==> config.mk <==
export PLATFORM = sky130hd
export DESIGN_NAME = adsq_top
export DESIGN_NICKNAME = d
export VERILOG_FILES = /design/src/adsq_pkg.sv /design/src/adsq_top.sv
export SDC_FILE = /design/constraint.sdc
export NUM_CORES = 1
export LEC_CHECK = 0
export BUFFER_PORTS_ARGS = -buffer_cell sky130_fd_sc_hd__buf_2
export CAP_MARGIN = 25
export CORE_ASPECT_RATIO = 0.9
export CORE_MARGIN = 5
export CORE_UTILIZATION = 42
export DETAILED_ROUTE_END_ITERATION = 10
export SLEW_MARGIN = 15
export SYNTH_ARGS = -nofsm -noshare
export SYNTH_HDL_FRONTEND = slang
export SYNTH_SLANG_ARGS = --single-unit
export TNS_END_PERCENT = 30
==> constraint.sdc <==
create_clock -name i_core_clk -period 5 [get_ports i_core_clk]
set_input_delay 0.25 -clock i_core_clk [delete_from_list [all_inputs] [get_ports i_core_clk]]
set_output_delay 0.25 -clock i_core_clk [all_outputs]
set_load 0.01 [all_outputs]
==> src/adsq_pkg.sv <==
// Package: register map, field layout and shared types of the sequencer
package adsq_pkg;
    // ==========================================
    // Register offsets (byte addresses)
    localparam logic [7:0] OFS_RESULT0 = 8'h00;
    localparam logic [7:0] OFS_STATUS = 8'h20;
    localparam logic [7:0] OFS_CTRL2 = 8'h24;
    localparam int NUM_RESULTS = 8;
    // ==========================================
    // Status register fields
    localparam int CS_FLAG = 7;
    localparam int CS_IE = 6;
    localparam int CS_START = 5;
    localparam int CS_GRP = 3;
    localparam logic [7:0] CS_RESET = 8'h00;
    // ==========================================
    // Second control register fields
    localparam int C2_PWR = 6;
    localparam int C2_TRG_LO = 4;
    localparam int C2_SCAN = 3;
    localparam int C2_DUAL_SAMPLE_ENABLE = 2;
    localparam int C2_BUF_LO = 0;
    localparam logic [7:0] C2_RESET = 8'h00;
    localparam logic [7:0] C2_WMASK = 8'h7f;
    localparam logic [15:0] RES_RESET = 16'h0000;
    // ==========================================
    // Codes
    localparam logic [1:0] TRG_SW = 2'h0;
    localparam logic [1:0] TRG_TIMER = 2'h1;
    localparam logic [1:0] TRG_PIN = 2'h3;
    localparam logic [1:0] BUF_AB = 2'h1;
    localparam logic [1:0] BUF_AC_BD = 2'h2;
    localparam logic [1:0] BUF_ABCD = 2'h3;
    localparam logic [2:0] HSIZE_BYTE = 3'h0;
    // ==========================================
    // Types
    typedef enum logic [1:0] {ST_IDLE, ST_ISSUE, ST_WAIT, ST_HOLD} adsq_state_t;
    typedef struct packed {
        logic [2:0] chan;
        logic dual;
        logic fast;
    } adsq_conv_req_t;
    typedef struct packed {
        logic [7:0] addr;
        logic write;
        logic byte_sz;
    } adsq_bus_ph_t;
endpackage

==> src/adsq_top.sv <==
// Converter sequencer control with AHB-Lite register slave
module adsq_top (
    input wire logic i_core_clk,
    input wire logic i_srst,
    input wire logic i_standby,
    input wire logic i_hsel,
    input wire logic [31:0] i_haddr,
    input wire logic [1:0] i_htrans,
    input wire logic i_hwrite,
    input wire logic [2:0] i_hsize,
    input wire logic [31:0] i_hwdata,
    input wire logic i_hready,
    output logic o_hreadyout,
    output logic o_hresp,
    output logic [31:0] o_hrdata,
    output adsq_pkg::adsq_conv_req_t o_conv_req,
    output logic o_conv_go,
    input wire logic i_conv_done,
    input wire logic [9:0] i_conv_data,
    input wire logic i_timer_trig,
    input wire logic i_ext_trig_pin,
    output logic o_end_irq
);
    import adsq_pkg::*;

    // ==========================================
    // State
    logic [7:0] cs_reg, cs_next, c2_reg, c2_next;
    logic [15:0] res_reg [NUM_RESULTS];
    logic [15:0] res_next [NUM_RESULTS];
    adsq_state_t st_reg, st_next;
    logic [2:0] ch_reg, ch_next;
    logic seen_reg, seen_next;
    adsq_bus_ph_t ph_reg, ph_next;
    logic pend_reg, pend_next, rdy_reg, rdy_next;
    logic [31:0] rd_reg, rd_next;
    logic [2:0] pin_reg, pin_next;
    logic pin_lvl_reg, pin_lvl_next;
    adsq_conv_req_t req_reg, req_next;
    logic go_reg, go_next, irq_reg, irq_next;
    logic wr_cs, wr_c2, rd_cs, hw_trig, round_end, accept;
    logic [2:0] first_ch;
    logic [15:0] sel_res;
    logic [15:0] new_res;

    // ==========================================
    // Bus decode
    always_comb begin
        accept = i_hsel && i_htrans[1] && i_hready;
        wr_cs = pend_reg && ph_reg.write && ph_reg.addr == OFS_STATUS;
        wr_c2 = pend_reg && ph_reg.write && ph_reg.addr == OFS_CTRL2;
        rd_cs = pend_reg && !ph_reg.write && ph_reg.addr == OFS_STATUS;
        sel_res = res_reg[ph_reg.addr[4:2]];
        new_res = {6'h00, i_conv_data};
        first_ch = cs_reg[CS_GRP] ? 3'h0 : cs_reg[2:0];
        round_end = st_reg == ST_WAIT && cs_reg[CS_START] && i_conv_done
            && ch_reg == cs_reg[2:0];
        case (c2_reg[C2_TRG_LO +: 2])
            TRG_TIMER: hw_trig = i_timer_trig;
            TRG_PIN: hw_trig = pin_lvl_next && !pin_lvl_reg;
            default: hw_trig = 1'b0;
        endcase
    end

    // ==========================================
    // Next-state logic
    always_comb begin
        cs_next = cs_reg;
        c2_next = c2_reg;
        res_next = res_reg;
        st_next = st_reg;
        ch_next = ch_reg;
        seen_next = seen_reg;
        ph_next = ph_reg;
        pend_next = 1'b0;
        rdy_next = rdy_reg;
        rd_next = rd_reg;
        go_next = 1'b0;
        // Pin filter: level counts once the later stages agree
        pin_next = {pin_reg[1:0], i_ext_trig_pin};
        pin_lvl_next = (pin_reg[1] == pin_reg[2]) ? pin_reg[2] : pin_lvl_reg;
        // Bus: one wait state, answer from registers
        if (accept) begin
            ph_next.addr = i_haddr[7:0];
            ph_next.write = i_hwrite;
            ph_next.byte_sz = i_hsize == HSIZE_BYTE;
            pend_next = 1'b1;
            rdy_next = 1'b0;
        end
        if (pend_reg) begin
            rdy_next = 1'b1;
            rd_next = 32'h0000_0000;
            if (!ph_reg.write) begin
                if (ph_reg.addr < OFS_STATUS) begin
                    if (ph_reg.byte_sz) begin
                        rd_next = {4{sel_res[9:2]}};
                    end else begin
                        rd_next = {16'h0000, sel_res};
                    end
                end else if (ph_reg.addr == OFS_STATUS) begin
                    rd_next = {24'h000000, cs_reg};
                end else if (ph_reg.addr == OFS_CTRL2) begin
                    rd_next = {24'h000000, c2_reg & C2_WMASK};
                end
            end
        end
        if (rd_cs && cs_reg[CS_FLAG]) begin
            seen_next = 1'b1;
        end
        if (wr_c2) begin
            c2_next = i_hwdata[7:0] & C2_WMASK;
        end
        if (wr_cs) begin
            cs_next[6:0] = i_hwdata[6:0];
            if (!i_hwdata[CS_FLAG] && seen_reg) begin
                cs_next[CS_FLAG] = 1'b0;
                seen_next = 1'b0;
            end
        end
        if (hw_trig) begin
            cs_next[CS_START] = 1'b1;
        end
        // Sequencer
        case (st_reg)
            ST_IDLE: begin
                if (cs_reg[CS_START]) begin
                    ch_next = first_ch;
                    st_next = ST_ISSUE;
                end
            end
            ST_ISSUE: begin
                go_next = cs_reg[CS_START];
                st_next = cs_reg[CS_START] ? ST_WAIT : ST_IDLE;
            end
            ST_WAIT: begin
                if (!cs_reg[CS_START]) begin
                    st_next = ST_IDLE;
                end else if (i_conv_done) begin
                    case (c2_reg[C2_BUF_LO +: 2])
                        BUF_AB: begin
                            if (ch_reg == 3'h0) begin
                                res_next[1] = res_reg[0];
                            end
                        end
                        BUF_AC_BD: begin
                            if (ch_reg == 3'h0) begin
                                res_next[2] = res_reg[0];
                            end else if (ch_reg == 3'h1) begin
                                res_next[3] = res_reg[1];
                            end
                        end
                        BUF_ABCD: begin
                            if (ch_reg == 3'h0) begin
                                res_next[3] = res_reg[2];
                                res_next[2] = res_reg[1];
                                res_next[1] = res_reg[0];
                            end
                        end
                        default: begin
                        end
                    endcase
                    res_next[ch_reg] = new_res;
                    if (round_end) begin
                        cs_next[CS_FLAG] = 1'b1;
                        ch_next = first_ch;
                        if (!c2_reg[C2_SCAN]) begin
                            if (!(wr_cs && i_hwdata[CS_START])) begin
                                cs_next[CS_START] = 1'b0;
                            end
                            st_next = ST_IDLE;
                        end else begin
                            st_next = cs_reg[CS_IE] ? ST_HOLD : ST_ISSUE;
                        end
                    end else begin
                        ch_next = ch_reg + 3'h1;
                        st_next = ST_ISSUE;
                    end
                end
            end
            ST_HOLD: begin
                if (!cs_reg[CS_START]) begin
                    st_next = ST_IDLE;
                end else if (!cs_reg[CS_FLAG]) begin
                    st_next = ST_ISSUE;
                end
            end
            default: st_next = ST_IDLE;
        endcase
        req_next.chan = ch_next;
        req_next.dual = c2_reg[C2_DUAL_SAMPLE_ENABLE];
        req_next.fast = c2_reg[C2_PWR];
        if (i_standby) begin
            cs_next = CS_RESET;
            c2_next = C2_RESET;
            seen_next = 1'b0;
            st_next = ST_IDLE;
            for (int i = 0; i < NUM_RESULTS; i++) begin
                res_next[i] = RES_RESET;
            end
        end
        irq_next = cs_next[CS_FLAG] && cs_next[CS_IE];
    end

    // ==========================================
    // Registers
    always_ff @(posedge i_core_clk) begin
        if (i_srst) begin
            cs_reg <= CS_RESET;
            c2_reg <= C2_RESET;
            for (int i = 0; i < NUM_RESULTS; i++) begin
                res_reg[i] <= RES_RESET;
            end
            st_reg <= ST_IDLE;
            ch_reg <= 3'h0;
            seen_reg <= 1'b0;
            ph_reg <= '0;
            pend_reg <= 1'b0;
            rdy_reg <= 1'b1;
            rd_reg <= 32'h0000_0000;
            pin_reg <= 3'h0;
            pin_lvl_reg <= 1'b0;
            req_reg <= '0;
            go_reg <= 1'b0;
            irq_reg <= 1'b0;
            o_hresp <= 1'b0;
        end else begin
            cs_reg <= cs_next;
            c2_reg <= c2_next;
            res_reg <= res_next;
            st_reg <= st_next;
            ch_reg <= ch_next;
            seen_reg <= seen_next;
            ph_reg <= ph_next;
            pend_reg <= pend_next;
            rdy_reg <= rdy_next;
            rd_reg <= rd_next;
            pin_reg <= pin_next;
            pin_lvl_reg <= pin_lvl_next;
            req_reg <= req_next;
            go_reg <= go_next;
            irq_reg <= irq_next;
            o_hresp <= 1'b0;
        end
    end

    assign o_hreadyout = rdy_reg;
    assign o_hrdata = rd_reg;
    assign o_conv_req = req_reg;
    assign o_conv_go = go_reg;
    assign o_end_irq = irq_reg;

    // ==========================================
    // Checks
    standby_clear_a: assert property (@(posedge i_core_clk) disable iff (i_srst)
        i_standby |=> c2_reg == C2_RESET)
        else $error("control two not cleared by standby");
    top_bit_a: assert property (@(posedge i_core_clk) disable iff (i_srst)
        pend_reg && !ph_reg.write && ph_reg.addr == OFS_CTRL2
        |=> o_hrdata[7] == 1'b0)
        else $error("reserved control bit read as one");
    byte_read_a: assert property (@(posedge i_core_clk) disable iff (i_srst)
        pend_reg && !ph_reg.write && ph_reg.byte_sz && ph_reg.addr < OFS_STATUS
        |=> o_hrdata[7:0] == $past(sel_res[9:2]) && o_hreadyout)
        else $error("byte read returned wrong bits");
    single_stop_a: assert property (@(posedge i_core_clk) disable iff (i_srst)
        round_end && !c2_reg[C2_SCAN] && !wr_cs && !hw_trig && !i_standby
        |=> !cs_reg[CS_START] && st_reg == ST_IDLE)
        else $error("single mode did not stop");
    scan_keep_a: assert property (@(posedge i_core_clk) disable iff (i_srst)
        round_end && c2_reg[C2_SCAN] && !wr_cs && !i_standby
        |=> cs_reg[CS_START] && cs_reg[CS_FLAG])
        else $error("scan mode dropped start");
    abort_halt_a: assert property (@(posedge i_core_clk) disable iff (i_srst)
        st_reg == ST_WAIT && !cs_reg[CS_START] |=> st_reg == ST_IDLE ##1 !o_conv_go)
        else $error("abort did not halt");
    chain_abcd_a: assert property (@(posedge i_core_clk) disable iff (i_srst)
        round_end && c2_reg[1:0] == BUF_ABCD && ch_reg == 3'h0 && !i_standby
        |=> res_reg[1] == $past(res_reg[0]) && res_reg[0][9:0] == $past(i_conv_data))
        else $error("chain did not shift");
    rsvd_trig_a: assert property (@(posedge i_core_clk) disable iff (i_srst)
        c2_reg[C2_TRG_LO +: 2] == 2'h2 && st_reg == ST_IDLE && !cs_reg[CS_START]
        && !wr_cs |=> !cs_reg[CS_START])
        else $error("reserved trigger started conversion");
    end_irq_a: assert property (@(posedge i_core_clk) disable iff (i_srst)
        round_end && cs_reg[CS_IE] && !wr_cs && !i_standby |=> ##1 o_end_irq)
        else $error("end request missing");
    bus_wait_a: assert property (@(posedge i_core_clk) disable iff (i_srst)
        accept |=> !o_hreadyout ##1 o_hreadyout)
        else $error("bus wait state wrong");
endmodule // adsq_top

==> out/results.txt <==
Flop-to-flop setup slack: 2.23 ns
DRC Markers: 0
Post-place setup slack: 2.25 ns
Worst-path clk slew: 0.07 ns
Mapped Cells: 801
Tot GR Track Use: 0.204
DR iter-0 viols: 563
Postcts setup bufs: 0
P&R area growth vs syn: 13.2%
Depth of the CTS H-tree: 4
Number of flip-flops in the largest register: 98
Post-synthesis simple-gate area fraction: 0.157
Setup violators final: 0
DPL Wire Length: 14.3 mm
Yosys warns: 0
Avg Cell Area, Syn: 9.64 sq um
CP max FO: 17
Die Span Y: 139 microns
Post-synth cell types: 68
Post-Syn Nets: 892
Port bufs: 78
DR pass1 iterations: 5
Reg power frac: 0.490
Max_cap viols: 0
Die area: 21200 sq um
Synth top cells by count: dfxtp_1, nor2_1, mux2i_1, nand2_1, a21oi_1
Power Density: 306 nW/um^2
Vias/cell: 5.67
Wl on met1: 10.1 mm
I/O pin total: 129
Final setup TNS: 0 ns
Post-synthesis xor/xnor area fraction: 0.00340
Critical Path End Type: flop
Required @ worst endpoint: 5.30 ns
Mux cell area share after synthesis: 0.206
Skew final: 0.0102 ns
Number of CTS-inserted buffers: 17
Worst-case clock buffer depth: 2
First-pass GRT wire length: 34.5 mm
Detail Route Antenna Nets: 0
Nets: 929
Combinational power share: 0.036
DR vias: 6218
Hold slack: 0.0233 ns
Largest net degree at the start of global routing: 32
Status: completed
Count leader, synth: dfxtp_1
Largest family of logic cells by synthesized area: multiplexers
Async set-reset flop share out of synthesis: 0
CP Launch Type: flop
Cell Area, Synth: 7720 sq um
Routed wl met2: 9.92 mm
Net Switching: 0.000640 W
Initial cell density of the core: 0.424
Initial antenna violation count: 0
Crit path arrival time: 3.07 ns
Net Sw Frac: 0.239
Share of the synthesized area in the top cell type: 0.423
Worst vdd ir: 240 uV
Yosys top cell by area: dfxtp_1
Share of cells above drive strength 1: 0.203
Fin. Hold Viols: 0
Vias in the first global route: 5990
Worst-Margin Slew: 1.03 ns
Avg WL per Cell: 19.7 microns
Flops & latches, synth: 163
Hold Path Class: input pin to flop
Max Clock Freq: 361 MHz
Part of the cycle the worst path needs: 0.554
Setup WS post-layout: 2.23 ns
# resized after CTS: 0
CTS Hold Bufs: 0
Routed wl met3: 1.22 mm
Slew headroom: 0.309
Total gr overflow: 0
Compound-Gate Fraction of Synth Area: 0.156
Root buf cell: clkbuf_16
Clk_lat worst skew: 0.43 ns
RSZ-0062 raised after global routing: no
Gpl congestion: 0.804
Tmin final: 2.77 ns
Seq/Total Area, Yosys: 0.423
Max Used Layer: met4
Pleak: 3.58 nW
Core Area: 18200 sq um
Site Rows: 47
Final slew viol count: 0
Synth area leaders: dfxtp_1, mux2i_1, nor2_1
Die W: 153 microns
Power Internal: 0.00203 W
Post-Route WL: 21.6 mm
Clock Sinks: 163
Critical path type: flop to flop
Clock power share: 0.474
CTS tree: built
Adder and majority gate portion of the synthesized area: 0.00486
Number of synthesized flops with an enable pin: 0
Number of diodes: 0
Post-synth top flop: dfxtp_1
## power groups by stage
stage,Combinational (W),Sequential (W),Clock [W]
floorplan,0.0000629,0.00134,0
global route,0.000106,0.00131,0.00136
detailed placement,0.0000965,0.00134,0
CTS,0.0000969,0.00131,0.00129
global placement,0.0000964,0.00134,0
finish,0.0000962,0.00131,0.00127
## cell families after synthesis
| kind of cell | after synthesis |
|---|---|
| AOI/OAI and AO/OA | 191 |
| xor gates and xnor gates | 3 |
| adders and majority gates | 3 |
| buffers and inverters | 80 |
| DFF | 163 |
| muxes | 127 |
| other | 1 |
| and+or+nand+nor | 233 |
## worst max-delay path, stage by stage (launching register included)
cell	delay [ns]
dfxtp_1	0.87
nand3b_1	0.72
nand2b_1	0.65
o22ai_1	0.30
a21oi_1	0.09
## final timing paths
kind / endpoint / cells past startpoint / from
worst max-delay path: res_reg[103] / 4 / c2_reg[0]
worst max register to register: res_reg[103] / 4 / c2_reg[0]
worst min-delay path: pin_reg[0] / 2 / i_ext_trig_pin
worst min register to register: pin_reg[1] / 1 / pin_reg[0]
## cell type report
class                           count  area (sq um)
Timing Repair Buffer               91           488
Clock inverter                     15           146
Clock buffer                       17           425
Sequential cell                   163          3260
Multi-Input combinational cell    558          4090
Inverter                            7          26.3
Tap cell                          245           307
Fill cell                        1786          9490
## per-stage QoR
stage                     cell area [sq um]   util  cells  total power, W
after global placement                 8170  0.448   1064         0.00143
after floorplan                        7720      -    801         0.00140
after global routing                   8740  0.480   1096         0.00277
final                                  8740  0.480   1096         0.00267
after detailed placement               8170  0.448   1064         0.00143
after CTS                              8740  0.480   1096         0.00270
## layout by cell type (no fill, tap or decap), types with 13 or more instances in the layout
cell type  count
o22ai_1       40
a21oi_1       58
nor2b_1       17
o21ai_0       29
mux2i_1       82
dfxtp_1      163
buf_2         78
clkbuf_16     17
buf_4         13
nor2_1        85
nand2_1       59
mux2_2        24
a22o_1        15
## layer usage
layer  track usage  vias to the layer above
met1         0.286                     2996
met2         0.317                      188
li1              -                     3002
met4        0.0600                        0
met5             0                        -
met3        0.0484                       32
Power figures use the tool's default switching activity.
